File: src/wpt_pkg.sv
/*
  Package for the waypoint trace output port: waypoint kinds, exception
  codes, the waypoint record carried between core and port, and depths.
  Assumes a single core clock domain shared by every user of the package.
*/
package wpt_pkg;

  // ----------------------------------------------------------------------
  // Waypoint kinds
  // ----------------------------------------------------------------------
  localparam logic [2:0] KIND_DIRECT   = 3'h0;
  localparam logic [2:0] KIND_INDIRECT = 3'h1;
  localparam logic [2:0] KIND_EXCEPT   = 3'h2;

  // ----------------------------------------------------------------------
  // Exception kind codes
  // ----------------------------------------------------------------------
  localparam logic [3:0] EXC_NONE       = 4'h0;
  localparam logic [3:0] EXC_HALT_DEBUG = 4'h1;
  localparam logic [3:0] EXC_SEC_MON    = 4'h2;
  localparam logic [3:0] EXC_IMPR_ABORT = 4'h4;
  localparam logic [3:0] EXC_ENV_TRAP   = 4'h5;
  localparam logic [3:0] EXC_RESET      = 4'h8;
  localparam logic [3:0] EXC_UNDEF      = 4'h9;
  localparam logic [3:0] EXC_SVC        = 4'ha;
  localparam logic [3:0] EXC_PABT_BKPT  = 4'hb;
  localparam logic [3:0] EXC_DABT_WPT   = 4'hc;
  localparam logic [3:0] EXC_IRQ        = 4'he;
  localparam logic [3:0] EXC_FIQ        = 4'hf;

  // ----------------------------------------------------------------------
  // Sizes and reset values
  // ----------------------------------------------------------------------
  localparam int         NUM_CORES    = 1;
  localparam int         PEND_DEPTH   = 4;
  localparam int         BUF_DEPTH    = 2;
  localparam logic [1:0] COMMIT_RESET = 2'h0;

  // ----------------------------------------------------------------------
  // Waypoint record
  // ----------------------------------------------------------------------
  typedef struct packed {
    logic [2:0]  kind;
    logic [31:0] context_tag;
    logic [3:0]  exc_code;
    logic        writes_link;
  } waypoint_t;

endpackage : wpt_pkg
File: src/waypoint_trace_output_port.sv
/*
  Waypoint trace output port, one lane per core. Each lane takes waypoints
  from its core through a two-entry buffer, presents them to the trace
  macrocell, and tracks the speculative ones until commit or flush.
  Assumes core-side signals are on clk_i; the enable from the macrocell
  arrives from another domain and is synchronised here.
*/
// Notes on behaviour
// Every core gets its own independent copy of all waypoint outputs.
// Waypoints leave only while the macrocell holds waypoint_out_enable high; the enable synchroniser lets them leave up to two cycles after it drops.
// spec_fifo_empty is high whenever no presented waypoint awaits resolution.
// commit_count gives how many pending waypoints commit in that cycle.
// A waypoint may be shown valid and counted committed in the same cycle.
// Each waypoint carries its context_tag whatever its condition result.
// exc_kind_code uses the fixed four-bit encoding of exception kinds.
// discard_uncommitted flushes every waypoint not yet committed; a word offered in the flush cycle is still kept in the buffer.
// link_update_flag marks a branch that writes the link register.
// link_update_flag is high only for direct or indirect branch kinds.
// Commits and flushes retire pending waypoints oldest first.
`timescale 1ns/1ps
`default_nettype none
module waypoint_trace_output_port #(
  parameter int CORES = wpt_pkg::NUM_CORES,
  parameter int PEND  = wpt_pkg::PEND_DEPTH
) (
  // Clock and reset
  input  wire logic                          clk_i,
  input  wire logic                          nrst_i,
  // Core side
  input  wire logic [CORES-1:0]              core_valid_i,
  input  wire wpt_pkg::waypoint_t [CORES-1:0] core_wpt_i,
  output logic [CORES-1:0]                   core_ready_o,
  input  wire logic [CORES-1:0]              core_commit_i,
  input  wire logic [CORES-1:0]              core_flush_i,
  // Trace macrocell side
  input  wire logic [CORES-1:0]              waypoint_out_enable_i,
  output logic [CORES-1:0]                   waypoint_valid_o,
  output logic [CORES-1:0][2:0]              waypoint_kind_o,
  output logic [CORES-1:0][31:0]             context_tag_o,
  output logic [CORES-1:0][3:0]              exc_kind_code_o,
  output logic [CORES-1:0]                   link_update_flag_o,
  output logic [CORES-1:0]                   spec_fifo_empty_o,
  output logic [CORES-1:0][1:0]              commit_count_o,
  output logic [CORES-1:0]                   discard_uncommitted_o
);

  localparam int PW = $clog2(PEND + 1);

  // ----------------------------------------------------------------------
  // Per-core lanes
  // ----------------------------------------------------------------------
  for (genvar c = 0; c < CORES; c++) begin : g_lane
    logic                 en_meta;
    logic                 en_sync;
    wpt_pkg::waypoint_t   buf_q [wpt_pkg::BUF_DEPTH];
    logic                 wr_ptr;
    logic                 rd_ptr;
    logic [1:0]           fill;
    logic [PW-1:0]        pend;
    logic                 out_valid;
    wpt_pkg::waypoint_t   out_wpt;
    wpt_pkg::waypoint_t   head;
    logic [1:0]           commit_q;
    logic                 flush_q;
    wire                  buf_full  = (fill == 2'(wpt_pkg::BUF_DEPTH));
    wire                  buf_empty = (fill == 2'h0);
    // Presentation stops at PEND pending waypoints, so the count never wraps.
    wire                  pend_room = (pend < PW'(PEND));
    // The macrocell may stall by dropping its enable; the buffer keeps words.
    wire                  pop       = !buf_empty && en_sync && pend_room;
    wire                  push      = core_valid_i[c] && !buf_full;
    // Commit is counted against the pending total including this cycle's
    // presentation, so a word can be shown and committed together.
    wire [PW-1:0]         avail     = pend + PW'(pop);
    wire                  do_commit = core_commit_i[c] && (avail != '0) && !core_flush_i[c];
    wire [2:0]            k         = head.kind;
    wire                  is_branch = (k == wpt_pkg::KIND_DIRECT) ||
                                      (k == wpt_pkg::KIND_INDIRECT);
    wire [PW-1:0]         next_pend = core_flush_i[c] ? '0 : avail - PW'(do_commit);

    assign core_ready_o[c] = !buf_full;
    assign head            = buf_q[rd_ptr];

    // --------------------------------------------------------------------
    // Enable synchroniser
    // --------------------------------------------------------------------
    // The enable comes from the macrocell's clock, so two flops guard it.
    always_ff @(posedge clk_i or negedge nrst_i) begin
      if (!nrst_i) begin
        en_meta <= 1'b0;
        en_sync <= 1'b0;
      end else begin
        en_meta <= waypoint_out_enable_i[c];
        en_sync <= en_meta;
      end
    end

    // --------------------------------------------------------------------
    // Input buffer
    // --------------------------------------------------------------------
    // A flush drops buffered words as well: they are uncommitted, and no later
    // commit could refer to them. A word offered in the flush cycle is kept.
    always_ff @(posedge clk_i or negedge nrst_i) begin
      if (!nrst_i) begin
        wr_ptr <= 1'b0;
        rd_ptr <= 1'b0;
        fill   <= 2'h0;
        buf_q  <= '{default: '0};
      end else begin
        if (push) begin
          buf_q[wr_ptr] <= core_wpt_i[c];
          wr_ptr        <= !wr_ptr;
        end
        if (core_flush_i[c]) begin
          rd_ptr <= wr_ptr;
          fill   <= {1'b0, push};
        end else begin
          if (pop) begin
            rd_ptr <= !rd_ptr;
          end
          fill <= fill + 2'(push) - 2'(pop);
        end
      end
    end

    // --------------------------------------------------------------------
    // Presentation, pending count and strobes
    // --------------------------------------------------------------------
    always_ff @(posedge clk_i or negedge nrst_i) begin
      if (!nrst_i) begin
        out_valid <= 1'b0;
        out_wpt   <= '0;
        pend      <= '0;
        commit_q  <= wpt_pkg::COMMIT_RESET;
        flush_q   <= 1'b0;
      end else begin
        // A word popped during a flush is dropped, never shown.
        out_valid <= pop && !core_flush_i[c];
        if (pop) begin
          out_wpt             <= head;
          out_wpt.writes_link <= head.writes_link && is_branch;
        end
        pend     <= next_pend;
        commit_q <= {1'b0, do_commit};
        flush_q  <= core_flush_i[c];
      end
    end

    // --------------------------------------------------------------------
    // Outputs
    // --------------------------------------------------------------------
    assign waypoint_valid_o[c]      = out_valid;
    assign waypoint_kind_o[c]       = out_wpt.kind;
    assign context_tag_o[c]         = out_wpt.context_tag;
    assign exc_kind_code_o[c]       = out_wpt.exc_code;
    assign link_update_flag_o[c]    = out_wpt.writes_link;
    assign spec_fifo_empty_o[c]     = (pend == '0);
    assign commit_count_o[c]        = commit_q;
    assign discard_uncommitted_o[c] = flush_q;

    // --------------------------------------------------------------------
    // Checks
    // --------------------------------------------------------------------
    a_valid_needs_en: assert property (@(posedge clk_i) disable iff (!nrst_i)
      out_valid |-> $past(en_sync)) else $error("Waypoint output without enable.");
    a_empty_tracks_pend: assert property (@(posedge clk_i) disable iff (!nrst_i)
      (pop && !core_flush_i[c] && !core_commit_i[c]) |=> !spec_fifo_empty_o[c])
      else $error("Pending waypoint while empty flag high.");
    a_commit_count: assert property (@(posedge clk_i) disable iff (!nrst_i)
      (core_commit_i[c] && !core_flush_i[c] && avail != '0) |=> commit_count_o[c] == 2'h1)
      else $error("Commit count does not match commit.");
    a_same_cycle: assert property (@(posedge clk_i) disable iff (!nrst_i)
      (pend == '0 && pop && core_commit_i[c] && !core_flush_i[c]) |=>
        (waypoint_valid_o[c] && commit_count_o[c] == 2'h1 && spec_fifo_empty_o[c]))
      else $error("Same-cycle valid and commit lost.");
    a_flush_clears: assert property (@(posedge clk_i) disable iff (!nrst_i)
      core_flush_i[c] |=> (discard_uncommitted_o[c] && spec_fifo_empty_o[c]))
      else $error("Flush left pending waypoints.");
    a_link_kind: assert property (@(posedge clk_i) disable iff (!nrst_i)
      link_update_flag_o[c] |-> (waypoint_kind_o[c] == wpt_pkg::KIND_DIRECT ||
                                 waypoint_kind_o[c] == wpt_pkg::KIND_INDIRECT))
      else $error("Link flag on a non-branch kind.");
    a_link_passes: assert property (@(posedge clk_i) disable iff (!nrst_i)
      (pop && is_branch && buf_q[rd_ptr].writes_link) |=> link_update_flag_o[c])
      else $error("Link-writing branch lost its flag.");
    a_tag_carried: assert property (@(posedge clk_i) disable iff (!nrst_i)
      pop |=> context_tag_o[c] == $past(head.context_tag))
      else $error("Context tag not carried.");
    a_code_carried: assert property (@(posedge clk_i) disable iff (!nrst_i)
      pop |=> exc_kind_code_o[c] == $past(head.exc_code))
      else $error("Exception code altered.");
    a_pend_order: assert property (@(posedge clk_i) disable iff (!nrst_i)
      (!pop && do_commit) |=> pend == $past(pend) - PW'(1))
      else $error("Commit did not retire one oldest waypoint.");
    a_pend_grows: assert property (@(posedge clk_i) disable iff (!nrst_i)
      (pop && !do_commit && !core_flush_i[c]) |=> pend == $past(pend) + PW'(1))
      else $error("Presented waypoint not added to pending.");
    a_pend_limit: assert property (@(posedge clk_i) disable iff (!nrst_i)
      pend <= PW'(PEND))
      else $error("Pending count beyond its limit.");
    a_flush_hides: assert property (@(posedge clk_i) disable iff (!nrst_i)
      core_flush_i[c] |=> !waypoint_valid_o[c])
      else $error("Waypoint shown in the cycle of a flush.");
    a_flush_buffer: assert property (@(posedge clk_i) disable iff (!nrst_i)
      core_flush_i[c] |=> fill == {1'b0, $past(push)})
      else $error("Flush left buffered waypoints.");
    a_enable_off: assert property (@(posedge clk_i) disable iff (!nrst_i)
      (!waypoint_out_enable_i[c] [*3]) |=> !waypoint_valid_o[c])
      else $error("Waypoint output after enable dropped.");
    a_commit_idle: assert property (@(posedge clk_i) disable iff (!nrst_i)
      (!core_commit_i[c] || core_flush_i[c]) |=> commit_count_o[c] == 2'h0)
      else $error("Commit count without an accepted commit.");
    a_kind_carried: assert property (@(posedge clk_i) disable iff (!nrst_i)
      pop |=> waypoint_kind_o[c] == $past(head.kind))
      else $error("Waypoint kind altered.");
  end

endmodule : waypoint_trace_output_port
`default_nettype wire

File: config.mk
export PLATFORM = sky130hd
export DESIGN_NAME = waypoint_trace_output_port
export DESIGN_NICKNAME = d
export VERILOG_FILES = /design/src/wpt_pkg.sv /design/src/waypoint_trace_output_port.sv
export SDC_FILE = /design/constraint.sdc
export NUM_CORES = 1
export LEC_CHECK = 0
export ABC_CLOCK_PERIOD_IN_PS = 5400
export BUFFER_PORTS_ARGS = -buffer_cell sky130_fd_sc_hd__buf_2
export CORE_ASPECT_RATIO = 2
export CORE_MARGIN = 3
export CORE_UTILIZATION = 49
export DETAILED_ROUTE_END_ITERATION = 12
export PLACE_DENSITY = 0.68
export SLEW_MARGIN = 20
export SYNTH_ARGS = -nofsm -noshare
export SYNTH_HDL_FRONTEND = slang
export SYNTH_SLANG_ARGS = --single-unit
File: constraint.sdc
create_clock -name clk_i -period 5.4 [get_ports clk_i]
set_clock_uncertainty 0.2 [all_clocks]
set_input_delay 0.81 -clock clk_i [delete_from_list [all_inputs] [get_ports clk_i]]
set_output_delay 0.81 -clock clk_i [all_outputs]
set_load 0.05 [all_outputs]
==> impl_metrics.toml <==
[outcome]
run_status = "completed"

[power]
power_leakage_nw = 3.17
max-vdd-ir-drop_v = 0.000350
total_power_w = 0.00481
cellPowerDensity_nw_per_um2 = 723

[final_layout]
register_area_um2 = 3300
antennaDiodeCount = 0
fillerInstances = 920
design.final.nets = 539
drive_gt1_frac = 0.410
area.growth.synth_to_final_pct = 18.4
post-route-util = 0.601
multiInputGateArea_um2 = 2120

[routing]
postRouteWirelength_mm = 11.8
detailedRoute.firstIterationViolations = 158
drt_pre_antenna_iters = 4
post_drt_via_cell_ratio = 5.43
route.detailed.wl_per_inst_um = 18.5
drcViolationCount = 0
antenna_left = 0
dr_total_vias = 3465

[grt]
global_route.usage.total = 0.199
grt_start_max_net_pins = 85
antenna_found_initial = 0
via_count_of_the_first_global_routing_pass = 3829
grt_pass1_wl_mm = 19.2
global_route.overflow_total = 0

[timing]
fin_tns_setup_ns = 0
setup_viol_count_final = 0
period_share = 0.615
tightest_slew_ns = 0.878
maxClockFrequency_mhz = 301
rsz0062_at_grt = "no"
timing.final.hold_violations = 0
period_needed_ns = 3.32
report.final.slew_viol_count = 0
fin_ws_ns = 2.08
slew-limit-headroom = 0.413

[logic_synthesis]
warning_count_from_the_yosys_run = 0
flip_flop_and_latch_count_after_synthesis = 132
ys_seq_area_frac = 0.587
avgSynthCellArea_um2 = 14.0
synthesized_nets = 453
area_of_the_mapped_netlist_um2 = 5630
synth.distinct_cells = 30
syn-instance-count = 401

[clock_network]
root_buf_cell = "sky130_fd_sc_hd__clkbuf_16"
tritoncts = "built"
cts_made_buffers = 17
worstSkewPairLatency_ns = 0.41
clk_transition_reported_paths_ns = 0.05
htreeDepth = 4
sink_count = 132
ctsResizeCount = 0
maximum_buffer_depth_of_the_clock_tree = 2
postCtsSetupBuffers = 0
cts_hold_fix_bufs = 0

[setup_path]
cp_cell_sequence = "nor2_4 -> or2_1 -> inv_1 -> ha_1 -> ha_1 -> xor2_1 -> nor3_1 -> nor3b_1 -> ha_1 -> ha_1 -> xnor2_1 -> nor2_1"
critPathRequiredTime_ns = 5.49
crit_slowest_cell = "sky130_fd_sc_hd__nor2_4"
worst-path-max-fanout = 43
crit_path_capture_type = "register"
critPathMaxStageDelay_ns = 0.72
startpoint_class = "register"
critPathMostFrequentCell = "sky130_fd_sc_hd__ha_1"
critPathArrivalTime_ns = 3.41
kind_of_critical_path = "register to register"

[min_path]
min-delay-path-class = "register to register"

[die]
placeableCoreArea_um2 = 11100
initial_core_utilization = 0.508
top_level_ports = 92
dieWidth_um = 81.8
design.die.area_um2 = 12900
rows = 54
die_height_um = 158

[job]
max-cap-violations = 0

[place]
dp_worst_setup_slack_ns = 2.07
finalWeightedCongestion = 0.749
dpl.hpwl_mm = 7.53
buffer_ports.inserted = 90
==> Yosys cell counts <==
library cell,n,area (µm²)
sky130_fd_sc_hd__mux2i_1,39,390
sky130_fd_sc_hd__inv_1,5,18.8
sky130_fd_sc_hd__nand2_1,2,7.51
sky130_fd_sc_hd__nor4b_1,1,8.76
sky130_fd_sc_hd__clkbuf_2,3,15.0
sky130_fd_sc_hd__nand2b_1,1,6.26
sky130_fd_sc_hd__xnor2_1,3,26.3
sky130_fd_sc_hd__o21ai_1,6,30.0
sky130_fd_sc_hd__buf_4,1,7.51
sky130_fd_sc_hd__or4_1,1,7.51
sky130_fd_sc_hd__nor3b_1,1,7.51
sky130_fd_sc_hd__o21ai_0,76,380
sky130_fd_sc_hd__conb_1,1,3.75
sky130_fd_sc_hd__mux2_4,40,601
sky130_fd_sc_hd__clkbuf_1,10,37.5
sky130_fd_sc_hd__or2_1,1,6.26
sky130_fd_sc_hd__nand2b_4,1,13.8
sky130_fd_sc_hd__and3b_1,1,8.76
sky130_fd_sc_hd__mux2_2,40,450
sky130_fd_sc_hd__buf_2,9,45.0
sky130_fd_sc_hd__nand3_1,3,15.0
sky130_fd_sc_hd__nor2b_1,1,6.26
sky130_fd_sc_hd__buf_12,4,80.1
sky130_fd_sc_hd__nor4bb_1,1,10.0
sky130_fd_sc_hd__nor2_1,7,26.3
sky130_fd_sc_hd__dfrtp_1,132,3300
sky130_fd_sc_hd__ha_1,6,75.1
sky130_fd_sc_hd__buf_6,1,11.3
sky130_fd_sc_hd__xor2_1,2,17.5
sky130_fd_sc_hd__nor3_1,2,10.0
==> logic make-up (layout without fill, tap and decap cells) <==
kind of cell	after synthesis	after routing	synth area share
adder cells (fa/ha/maj)	6	6	0.0133
multiplexers	119	119	0.256
buffers and inverters	33	130	0.0382
AND/OR/NAND/NOR	23	23	0.0238
flip-flops	132	132	0.587
other	1	1	0.000666
XOR/XNOR	5	5	0.00778
AO/OA/AOI/OAI	82	82	0.0729
==> per-stage QoR <==
stage | cell area [µm²] | cells | hold slack, ns
final | 6660 | 638 | 0.161
after global routing | 6660 | 638 | 0.169
after global placement | 6120 | 608 | 0.144
after detailed placement | 6120 | 608 | 0.150
after floorplan | 5630 | 401 | 0.131
after CTS | 6660 | 638 | 0.165
==> where the power goes <==
part / internal [W] / switching [W]
sequential: 0.00147 / 0.000308
combinational: 0.000790 / 0.00116
clock: 0.000685 / 0.000396
==> worst paths after layout <==
kind / from / end / slack (ns) / depth (start not counted)
setup / recovery: g_lane[0].fill[1] / g_lane[0].pend[2] / 2.08 / 12
min in group asynchronous: nrst_i / g_lane[0].buf_q[2] / 0.23 / 1
max in group asynchronous: nrst_i / g_lane[0].buf_q[68] / 3.64 / 2
hold / removal: g_lane[0].en_meta / g_lane[0].en_sync / 0.16 / 0
setup reg to reg: g_lane[0].fill[1] / g_lane[0].pend[2] / 2.08 / 12
hold reg to reg: g_lane[0].en_meta / g_lane[0].en_sync / 0.16 / 0
==> area by class of cell <==
| class | count | share of cell area |
|---|---|---|
| inverters | 5 | 0.00282 |
| clock inverters | 5 | 0.0116 |
| repair buffers | 95 | 0.0742 |
| flip-flops and latches | 132 | 0.496 |
| clock buffers | 25 | 0.0699 |
| multi-input cells | 236 | 0.319 |
| well taps | 140 | 0.0263 |
==> worst max-delay path, delay by kind of cell, from the launching register on <==
kind	cells	cell delay [ns]
flip-flops	1	0.45
buffers and inverters	1	0.06
XOR/XNOR	2	0.37
adder cells (fa/ha/maj)	4	0.75
AND/OR/NAND/NOR	5	1.36
==> registers in the layout (all words and copies together) (netlist names), 2 cells and up <==
signal,cells
g_lane.pend,3
g_lane.buf_q,80
g_lane.fill,2
exc_kind_code_o,4
waypoint_kind_o,3
context_tag_o,32
==> placed cells by master (no fill, tap or decap), drive strengths merged <==
| cell type | instances |
|---|---|
| dfrtp | 132 |
| nor4b | 1 |
| nand2 | 2 |
| nor2 | 7 |
| o21ai | 82 |
| xor2 | 2 |
| clkbuf | 25 |
| xnor2 | 3 |
| nor4bb | 1 |
| clkinv | 2 |
| buf | 95 |
| nand2b | 2 |
| nor3 | 2 |
| conb | 1 |
| nor2b | 1 |
| mux2 | 80 |
| or2 | 1 |
| nand3 | 3 |
| or4 | 1 |
| clkinvlp | 1 |
| ha | 6 |
| bufinv | 2 |
| inv | 5 |
| and3b | 1 |
| mux2i | 39 |
| nor3b | 1 |
==> metal layers <==
metal | track usage | vias up | share of wire
met5 | 0 | - | 0
met4 | 0.0832 | 0 | 0.020
met3 | 0.0498 | 17 | 0.039
met2 | 0.339 | 71 | 0.54
met1 | 0.235 | 1791 | 0.40
li1 | - | 1586 | -
Power figures use the tool's default switching activity.
